File: src/pkg/spf_pkg.sv
// Constants and types shared by the scanner packet framer.
package spf_pkg;

   // ------------------------------------------------------------
   // Timing
   // ------------------------------------------------------------
   localparam int unsigned CLK_PERIOD_NS = 8;
   localparam int unsigned TIME_UNIT_NS = 1000;
   localparam int unsigned US_CYCLES = (TIME_UNIT_NS + CLK_PERIOD_NS - 1) / CLK_PERIOD_NS;

   // ------------------------------------------------------------
   // Register byte offsets and block address prefixes
   // ------------------------------------------------------------
   localparam logic [11:0] REG_CTRL = 12'h000;
   localparam logic [11:0] REG_KEY = 12'h004;
   localparam logic [11:0] REG_STATUS = 12'h008;
   localparam logic [11:0] REG_END = 12'h00c;
   localparam logic [11:0] REG_HEALTH = 12'h010;
   localparam logic [11:0] REG_TIME_LO = 12'h014;
   localparam logic [11:0] REG_TIME_HI = 12'h018;
   localparam logic [11:0] REG_SEQ = 12'h01c;
   localparam logic [11:0] REG_STATE = 12'h020;
   localparam logic [11:0] REG_TEMP = 12'h024;
   localparam logic [6:0] REG_TOFF_BLK = 7'h02;
   localparam logic [3:0] REG_PRES_BLK = 4'h1;

   // ------------------------------------------------------------
   // Reset values and packet constants
   // ------------------------------------------------------------
   localparam logic [15:0] LEN_FULL = 16'h0093;
   localparam logic [15:0] LEN_GROUP = 16'h001b;
   localparam logic [15:0] STATUS_RST = 16'h0000;
   localparam logic [15:0] END_RST = 16'hdead;
   localparam logic [2:0] HDR_LAST = 3'h6;
   localparam logic [2:0] TAIL_LAST = 3'h3;
   localparam logic [4:0] GRP_LAST = 5'h10;
   localparam logic [2:0] GROUP_LAST = 3'h7;

   // ------------------------------------------------------------
   // Field positions
   // ------------------------------------------------------------
   localparam int unsigned CTRL_START = 0;
   localparam int unsigned CTRL_GROUP_MODE = 1;
   localparam int unsigned CTRL_HEATER = 2;
   localparam int unsigned CTRL_PURGE = 3;
   localparam int unsigned CTRL_LAYOUT_B = 4;
   localparam int unsigned H_POS_LO = 0;
   localparam int unsigned H_STUCK = 2;
   localparam int unsigned H_OVERTEMP = 3;
   localparam int unsigned H_COMP_LO = 4;
   localparam int unsigned H_THERMO = 8;
   localparam int unsigned H_MOD_ERR = 9;
   localparam int unsigned H_BAKE_LO = 16;

   // ------------------------------------------------------------
   // Sequencer states
   // ------------------------------------------------------------
   typedef enum logic [1:0] {SPF_IDLE, SPF_HDR, SPF_GRP, SPF_TAIL} spf_state_t;

endpackage : spf_pkg

File: src/hdl/spf_framer.sv
// Scanner UDP payload framer with APB register file and byte stream output.
//
// The implementer's own choices: the address map and the APB interface to the registers.
`timescale 1ns/1ps
// Function
// - Per-group packets use key field equal to base key plus group index.
// - Full packet word 1 carries length 147.
// - Words 2 to 4 carry 48-bit microsecond time, high pair first.
// - Word 5 carries configured status, zero by default.
// - Word 6 carries 16-bit sequence count, advancing per packet and wrapping.
// - Each full-packet group opens with its time offset word.
// - Eight pressures follow per group, ascending channel, upper pair first.
// - Words 143 and 144 carry temperature float, upper pair first.
// - Word 145 carries health word, word 146 the end marker, default 0xdead.
// - First health layout has bit 15 zero and reserved bits 14 to 10.
// - Bit 9 flags sensor module communication failure.
// - Bit 8 flags heater setpoint reached, zero without heater.
// - Bits 7 to 4 flag modules D, C, B, A out of range.
// - Bit 3 flags scanner over maximum operating temperature.
// - Bit 2 flags stuck purge motor, zero without motorized purge.
// - Bits 1 to 0 give purge position code.
// - Purge position is 00 without motorized purge.
// - Second health layout has bit 15 set and bits 14 to 2 zero.
// - Second layout bits 1 to 0 give bake progress, zero without heater.
// - Per-group packets declare length 27.
module spf_framer
   import spf_pkg::*;
(
   input wire logic pclk,
   input wire logic presetn,
   input wire logic psel,
   input wire logic penable,
   input wire logic pwrite,
   input wire logic [11:0] paddr,
   input wire logic [31:0] pwdata,
   output logic [31:0] prdata,
   output logic pready,
   output logic pslverr,
   input wire logic tx_ready,
   output logic [7:0] tx_data,
   output logic tx_valid,
   output logic tx_sop,
   output logic tx_eop,
   output logic busy
);

   // ------------------------------------------------------------
   // Declarations
   // ------------------------------------------------------------
   logic [4:0] ctrl_q;
   logic [15:0] key_q;
   logic [15:0] status_q;
   logic [15:0] end_q;
   logic [17:0] health_in_q;
   logic [31:0] temp_q;
   logic [31:0] time_lo_stage_q;
   logic [15:0] toff_q [8];
   logic [31:0] pres_mem [64];
   logic [31:0] prdata_q;
   logic pready_q;
   logic pslverr_q;
   logic start_q;
   logic [47:0] time_q;
   logic [6:0] us_div_q;
   logic time_load;
   logic [47:0] time_load_val;
   spf_state_t state_q;
   logic [2:0] wcnt_q;
   logic [4:0] sub_q;
   logic [2:0] grp_q;
   logic byte_q;
   logic [15:0] seq_q;
   logic [47:0] ts_q;
   logic [7:0] tx_data_q;
   logic tx_valid_q;
   logic tx_sop_q;
   logic tx_eop_q;
   logic busy_q;
   logic wr_commit;
   logic rd_access;
   logic hit;
   logic [31:0] rdata;
   logic load;
   logic word_done;
   logic group_mode;
   logic [4:0] sub_m1;
   logic [31:0] pres_sel;
   logic [15:0] health_word;
   logic [15:0] cur_word;

   assign rd_access = psel && penable && !pready_q;
   assign wr_commit = psel && penable && pready_q && pwrite;
   assign group_mode = ctrl_q[CTRL_GROUP_MODE];
   assign load = !tx_valid_q || tx_ready;
   assign word_done = load && byte_q && (state_q != SPF_IDLE);
   assign time_load = wr_commit && hit && (paddr == REG_TIME_HI);
   assign time_load_val = {pwdata[15:0], time_lo_stage_q};

   // ------------------------------------------------------------
   // Address decode and read mux
   // ------------------------------------------------------------
   always_comb begin
      hit = 1'b1;
      rdata = 32'h0000_0000;
      if (paddr[1:0] != 2'b00) begin
         hit = 1'b0;
      end else if (paddr[11:8] == REG_PRES_BLK) begin
         rdata = pres_mem[paddr[7:2]];
      end else if (paddr[11:5] == REG_TOFF_BLK) begin
         rdata = {16'h0000, toff_q[paddr[4:2]]};
      end else begin
         case (paddr)
            REG_CTRL: rdata = {27'h0000000, ctrl_q};
            REG_KEY: rdata = {16'h0000, key_q};
            REG_STATUS: rdata = {16'h0000, status_q};
            REG_END: rdata = {16'h0000, end_q};
            REG_HEALTH: rdata = {14'h0000, health_in_q};
            REG_TIME_LO: rdata = time_q[31:0];
            REG_TIME_HI: rdata = {16'h0000, time_q[47:32]};
            REG_SEQ: rdata = {16'h0000, seq_q};
            REG_STATE: rdata = {24'h000000, busy_q, grp_q, 4'h0};
            REG_TEMP: rdata = temp_q;
            default: hit = 1'b0;
         endcase
      end
   end

   // ------------------------------------------------------------
   // APB handshake
   // ------------------------------------------------------------
   always_ff @(posedge pclk or negedge presetn) begin
      if (!presetn) begin
         pready_q <= 1'b0;
         prdata_q <= 32'h0000_0000;
         pslverr_q <= 1'b0;
      end else begin
         pready_q <= rd_access;
         if (rd_access) begin
            prdata_q <= pwrite ? 32'h0000_0000 : rdata;
            pslverr_q <= !hit;
         end
      end
   end

   // ------------------------------------------------------------
   // Configuration registers
   // ------------------------------------------------------------
   always_ff @(posedge pclk or negedge presetn) begin
      if (!presetn) begin
         ctrl_q <= 5'h00;
         key_q <= 16'h0000;
         status_q <= STATUS_RST;
         end_q <= END_RST;
         health_in_q <= 18'h00000;
         temp_q <= 32'h0000_0000;
         time_lo_stage_q <= 32'h0000_0000;
         start_q <= 1'b0;
         for (int i = 0; i < 8; i++) begin
            toff_q[i] <= 16'h0000;
         end
      end else begin
         start_q <= 1'b0;
         if (wr_commit && hit) begin
            if (paddr[11:5] == REG_TOFF_BLK) begin
               toff_q[paddr[4:2]] <= pwdata[15:0];
            end
            case (paddr)
               REG_CTRL: begin
                  ctrl_q <= {pwdata[4:1], 1'b0};
                  start_q <= pwdata[CTRL_START] && !busy_q;
               end
               REG_KEY: key_q <= pwdata[15:0];
               REG_STATUS: status_q <= pwdata[15:0];
               REG_END: end_q <= pwdata[15:0];
               REG_HEALTH: health_in_q <= pwdata[17:0];
               REG_TIME_LO: time_lo_stage_q <= pwdata;
               REG_TEMP: temp_q <= pwdata;
               default: ;
            endcase
         end
      end
   end

   // ------------------------------------------------------------
   // Pressure sample memory
   // ------------------------------------------------------------
   always_ff @(posedge pclk) begin
      if (wr_commit && (paddr[11:8] == REG_PRES_BLK) && (paddr[1:0] == 2'b00)) begin
         pres_mem[paddr[7:2]] <= pwdata;
      end
   end

   // ------------------------------------------------------------
   // Microsecond time base
   // ------------------------------------------------------------
   always_ff @(posedge pclk or negedge presetn) begin
      if (!presetn) begin
         us_div_q <= 7'h00;
         time_q <= 48'h0000_0000_0000;
      end else if (time_load) begin
         us_div_q <= 7'h00;
         time_q <= time_load_val;
      end else if (us_div_q == 7'(US_CYCLES - 1)) begin
         us_div_q <= 7'h00;
         time_q <= time_q + 48'h0000_0000_0001;
      end else begin
         us_div_q <= us_div_q + 7'h01;
      end
   end

   // ------------------------------------------------------------
   // Health word packing
   // ------------------------------------------------------------
   always_comb begin
      if (ctrl_q[CTRL_LAYOUT_B]) begin
         health_word = 16'h8000;
         if (ctrl_q[CTRL_HEATER]) begin
            health_word[1:0] = health_in_q[H_BAKE_LO +: 2];
         end
      end else begin
         health_word = 16'h0000;
         health_word[9] = health_in_q[H_MOD_ERR];
         health_word[8] = health_in_q[H_THERMO] && ctrl_q[CTRL_HEATER];
         health_word[7:4] = health_in_q[H_COMP_LO +: 4];
         health_word[3] = health_in_q[H_OVERTEMP];
         health_word[2] = health_in_q[H_STUCK] && ctrl_q[CTRL_PURGE];
         if (ctrl_q[CTRL_PURGE]) begin
            health_word[1:0] = health_in_q[H_POS_LO +: 2];
         end else begin
            health_word[1:0] = 2'b00;
         end
      end
   end

   // ------------------------------------------------------------
   // Payload word selection
   // ------------------------------------------------------------
   assign sub_m1 = sub_q - 5'h01;
   assign pres_sel = pres_mem[{sub_m1[3:1], grp_q}];

   always_comb begin
      cur_word = 16'h0000;
      case (state_q)
         SPF_HDR: begin
            case (wcnt_q)
               3'h0: cur_word = key_q + (group_mode ? {13'h0000, grp_q} : 16'h0000);
               3'h1: cur_word = group_mode ? LEN_GROUP : LEN_FULL;
               3'h2: cur_word = ts_q[47:32];
               3'h3: cur_word = ts_q[31:16];
               3'h4: cur_word = ts_q[15:0];
               3'h5: cur_word = status_q;
               default: cur_word = seq_q;
            endcase
         end
         SPF_GRP: begin
            if (sub_q == 5'h00) begin
               cur_word = toff_q[grp_q];
            end else begin
               cur_word = sub_q[0] ? pres_sel[31:16] : pres_sel[15:0];
            end
         end
         SPF_TAIL: begin
            case (wcnt_q)
               3'h0: cur_word = temp_q[31:16];
               3'h1: cur_word = temp_q[15:0];
               3'h2: cur_word = health_word;
               default: cur_word = end_q;
            endcase
         end
         default: cur_word = 16'h0000;
      endcase
   end

   // ------------------------------------------------------------
   // Packet sequencer
   // ------------------------------------------------------------
   always_ff @(posedge pclk or negedge presetn) begin
      if (!presetn) begin
         state_q <= SPF_IDLE;
         wcnt_q <= 3'h0;
         sub_q <= 5'h00;
         grp_q <= 3'h0;
         byte_q <= 1'b0;
         seq_q <= 16'h0000;
         ts_q <= 48'h0000_0000_0000;
      end else begin
         if (load && state_q != SPF_IDLE) begin
            byte_q <= !byte_q;
         end
         case (state_q)
            SPF_IDLE: begin
               if (start_q) begin
                  state_q <= SPF_HDR;
                  wcnt_q <= 3'h0;
                  grp_q <= 3'h0;
                  byte_q <= 1'b0;
                  ts_q <= time_q;
               end
            end
            SPF_HDR: begin
               if (word_done) begin
                  if (wcnt_q == HDR_LAST) begin
                     state_q <= SPF_GRP;
                     sub_q <= group_mode ? 5'h01 : 5'h00;
                  end else begin
                     wcnt_q <= wcnt_q + 3'h1;
                  end
               end
            end
            SPF_GRP: begin
               if (word_done) begin
                  if (sub_q != GRP_LAST) begin
                     sub_q <= sub_q + 5'h01;
                  end else if (!group_mode && grp_q != GROUP_LAST) begin
                     grp_q <= grp_q + 3'h1;
                     sub_q <= 5'h00;
                  end else begin
                     state_q <= SPF_TAIL;
                     wcnt_q <= 3'h0;
                  end
               end
            end
            SPF_TAIL: begin
               if (word_done) begin
                  if (wcnt_q == TAIL_LAST) begin
                     seq_q <= seq_q + 16'h0001;
                     wcnt_q <= 3'h0;
                     if (group_mode && grp_q != GROUP_LAST) begin
                        grp_q <= grp_q + 3'h1;
                        state_q <= SPF_HDR;
                        ts_q <= time_q;
                     end else begin
                        state_q <= SPF_IDLE;
                     end
                  end else begin
                     wcnt_q <= wcnt_q + 3'h1;
                  end
               end
            end
            default: state_q <= SPF_IDLE;
         endcase
      end
   end

   // ------------------------------------------------------------
   // Byte stream output
   // ------------------------------------------------------------
   always_ff @(posedge pclk or negedge presetn) begin
      if (!presetn) begin
         tx_data_q <= 8'h00;
         tx_valid_q <= 1'b0;
         tx_sop_q <= 1'b0;
         tx_eop_q <= 1'b0;
         busy_q <= 1'b0;
      end else begin
         busy_q <= (state_q != SPF_IDLE) || start_q || tx_valid_q;
         if (load) begin
            tx_valid_q <= state_q != SPF_IDLE;
            tx_data_q <= byte_q ? cur_word[7:0] : cur_word[15:8];
            tx_sop_q <= (state_q == SPF_HDR) && (wcnt_q == 3'h0) && !byte_q;
            tx_eop_q <= (state_q == SPF_TAIL) && (wcnt_q == TAIL_LAST) && byte_q;
         end
      end
   end

   assign prdata = prdata_q;
   assign pready = pready_q;
   assign pslverr = pslverr_q;
   assign tx_data = tx_data_q;
   assign tx_valid = tx_valid_q;
   assign tx_sop = tx_sop_q;
   assign tx_eop = tx_eop_q;
   assign busy = busy_q;

endmodule : spf_framer

File: config.mk
export PLATFORM = sky130hd
export DESIGN_NAME = spf_framer
export DESIGN_NICKNAME = d
export VERILOG_FILES = /design/src/pkg/spf_pkg.sv /design/src/hdl/spf_framer.sv
export SDC_FILE = /design/constraint.sdc
export NUM_CORES = 2
export LEC_CHECK = 0
export ABC_AREA = 0
export BUFFER_PORTS_ARGS = -buffer_cell sky130_fd_sc_hd__buf_2
export CORE_AREA = 2 2 584 586
export DETAILED_ROUTE_END_ITERATION = 16
export DIE_AREA = 0 0 586 588
export PLACE_DENSITY = 0.6
export SYNTH_ARGS = -nofsm -noshare
export SYNTH_HDL_FRONTEND = slang
export SYNTH_SLANG_ARGS = --single-unit
File: constraint.sdc
create_clock -name pclk -period 9.3 [get_ports pclk]
set_clock_uncertainty 0.2 [all_clocks]
set_input_delay 1.86 -clock pclk [delete_from_list [all_inputs] [get_ports pclk]]
set_output_delay 1.86 -clock pclk [all_outputs]
set_load 0.02 [all_outputs]
==> flow_metrics.env <==
export IMPL_die_y_um=588
export IMPL_crit_type="register to register"
export IMPL_portBuffers=95
export IMPL_worstHoldEndpoint="tx_sop"
export IMPL_htreeDepth=5
export IMPL_area_delta_synth_final_pct=12.8
export IMPL_synth_top_cell_area_share=0.522
export IMPL_grt_use_met2=0.370
export IMPL_postSynthCellCount=6557
export IMPL_grt_pass1_vias=72000
export IMPL_path_clk_slew_ps=60
export IMPL_async_flop_share=0.178
export IMPL_tritoncts="built"
export IMPL_status="complete, but fails checks"
export IMPL_dpl_hpwl_mm=299
export IMPL_finalHoldViolCount=0
export IMPL_grt_max_degree=167
export IMPL_cp_end_kind="register"
export IMPL_grt_usage=0.260
export IMPL_regArea_um2=72600
export IMPL_wl_per_cell_um=39.8
export IMPL_drive_gt1_frac=0.334
export IMPL_die_x_um=586
export IMPL_r2r_cells=10
export IMPL_yosysWarningCount=0
export IMPL_max_freq_mhz=168
export IMPL_final_min_clock_period_ps=5950
export IMPL_vias_per_cell=6.57
export IMPL_syn_num_nets=6630
export IMPL_busiest_layer="met2"
export IMPL_root_buffer="clkbuf_16"
export IMPL_clock_latency_ps=900
export IMPL_cts_buffer_depth=4
export IMPL_ys_seq_elements=2490
export IMPL_initial_core_util=0.348
export IMPL_hp_start="tx_sop"
export IMPL_setup_viol=0
export IMPL_cts_num_sinks=2490
export IMPL_drt_initial_drc_count=13300
export IMPL_rsz0062_at_grt="no"
export IMPL_die_area_um2=345000
export IMPL_grt_pass1_wl_mm=619
export IMPL_cp_required_ps=9780
export IMPL_drc_errors=0
export IMPL_synth_area_leader_cell="edfxtp_1"
export IMPL_ios=96
export IMPL_ys_flop_type="edfxtp_1"
export IMPL_r2r_start="grp_q[2]"
export IMPL_post_cts_setup_buffers=0
export IMPL_antenna_found_initial=46
export IMPL_ant_nets=0
export IMPL_max_vdd_ir_drop_uv=299
export IMPL_synth_seq_area_share=0.616
export IMPL_fin_crit_sh=0.640
export IMPL_relSlewSlack=0.0184
export IMPL_place_area_um2=124000
export IMPL_cts_hold_buf=0
export IMPL_postLayoutCellArea_um2=133000
export IMPL_hold_path_depth=2
export IMPL_worst_pin_slew_ps=1470
export IMPL_syn_area_um2=118000
export IMPL_power_density_nw_per_um2=251
export IMPL_cts_buffers=275
export IMPL_leakage_nw=43.9
export IMPL_dr_total_vias=75200
export IMPL_cap_violations=1
export IMPL_rows=214
export IMPL_gp_congestion=0.961
export IMPL_failed_checks="max-capacitance violations"
export IMPL_regToRegSetupSlack_ps=3350
export IMPL_core_area_um2=338000
export IMPL_drv_slew=0
export IMPL_multi_input_area_um2=42900
export IMPL_fillers=30400
export IMPL_firstDrtPassIters=7
export IMPL_synth_common_cells="2048 x edfxtp_1, 1126 x mux4_2, 431 x dfrtp_1, 381 x nand2_1, 302 x mux2_2"
export IMPL_grt_overflow=0
export IMPL_wirelength_mm=456
export IMPL_yosysMostFrequentCell="edfxtp_1"
export IMPL_syn_area_per_cell_um2=18.0
export IMPL_cp_data_arrival_time_ps=6430
export IMPL_yosysUniqueCellTypes=84
export IMPL_fin_tns_setup_ps=0
export IMPL_grtUsageMet1=0.351
export IMPL_met3_usage=0.106
export IMPL_ctsResizeCount=0
export IMPL_synth_area_leaders="edfxtp_1 52%, mux4_2 22%, dfrtp_1 9.1%"
export IMPL_start_kind="register"
export IMPL_hold_class="register to register"
export IMPL_synth_edf_count=2048
export IMPL_r2r_end="tx_data[4]"
export IMPL_fin_nets=6772
export IMPL_cp_max_fo=44
-- metal layers --
metal	wire, µm	part of all wire
met5	351	0.00077
met4	22500	0.049
met3	70900	0.16
met2	195000	0.43
met1	168000	0.37
-- worst max-delay path by stage --
stage / startpoint / to / cells after the start
finish: grp_q[2] / tx_data[4] / 10
CTS: paddr[3] / prdata[16] / 10
detailed placement: paddr[3] / prdata[16] / 10
global route: paddr[3] / prdata[16] / 10
floorplan: paddr[4] / pres_mem[59][0] / 9
global placement: paddr[7] / prdata[23] / 8
-- sequential cells by signal (all words and copies together), names as in the netlist, 8 cells and up --
register         flops
ts_q                48
status_q            16
end_q               16
time_lo_stage_q     32
toff_q             128
seq_q               16
tx_data              8
pres_mem          2048
temp_q              32
time_q              48
prdata              32
key_q               16
health_in_q         18
-- through the flow --
stage          total power, mW  std cells  setup slack (ps)   util  hold slack, ps
2_1_floorplan             18.2       6557              3560      -             214
3_3_place_gp              22.3      11000              2470  0.367             243
3_5_place_dp              22.3      11000              2510  0.367             241
4_1_cts                   33.1      11400              3430  0.393             264
5_1_grt                   33.9      11400              3440  0.393             277
6_report                  33.4      11500              3350  0.393             279
-- report_power, final --
group | total [mW] | switching, mW | leakage (nW) | internal (mW)
combinational | 10.1 | 6.66 | 15.5 | 3.40
clock | 10.9 | 4.62 | 4.27 | 6.27
sequential | 12.4 | 0.251 | 24.2 | 12.2
total | 33.4 | 11.5 | 43.9 | 21.8
-- logic make-up after synthesis --
logic type	after synthesis	synth area share
mux	1698	0.267
buf+inv	527	0.0258
fa+ha+maj	23	0.00250
xor+xnor	84	0.00624
compound gates	724	0.0434
flops	2490	0.616
simple gates	1011	0.0393
-- critical path, cell delays in order (launching register included) --
cell,delay [ps]
dfrtp_4,740
buf_4,460
or2_4,600
buf_12,380
o221ai_1,190
a21oi_1,420
nor4_1,180
o21ai_0,410
nand4_1,580
o31ai_1,1240
nand4_1,150
-- placed cells by master (no fill, tap or decap), types with 58 or more instances in the layout --
cell,n
edfxtp_1,2048
nor2_1,159
o22ai_1,58
a21oi_1,143
mux2_2,302
a22oi_1,65
o221ai_1,74
nand2_1,379
mux2i_1,250
buf_2,81
clkbuf_16,284
o21ai_0,75
buf_4,248
dfrtp_1,428
mux4_2,1126
nor2_4,65
nand3_1,128
-- cell type report --
type	instances	area share
sequential	2490	0.546
multi-input combinational	3540	0.323
clock buffer	356	0.0566
tap	4536	0.0427
timing repair buffer	365	0.0221
clock inverter	127	0.00894
inverter	27	0.000828
antenna	17	0.000320
(Power assumes the default switching activity.)
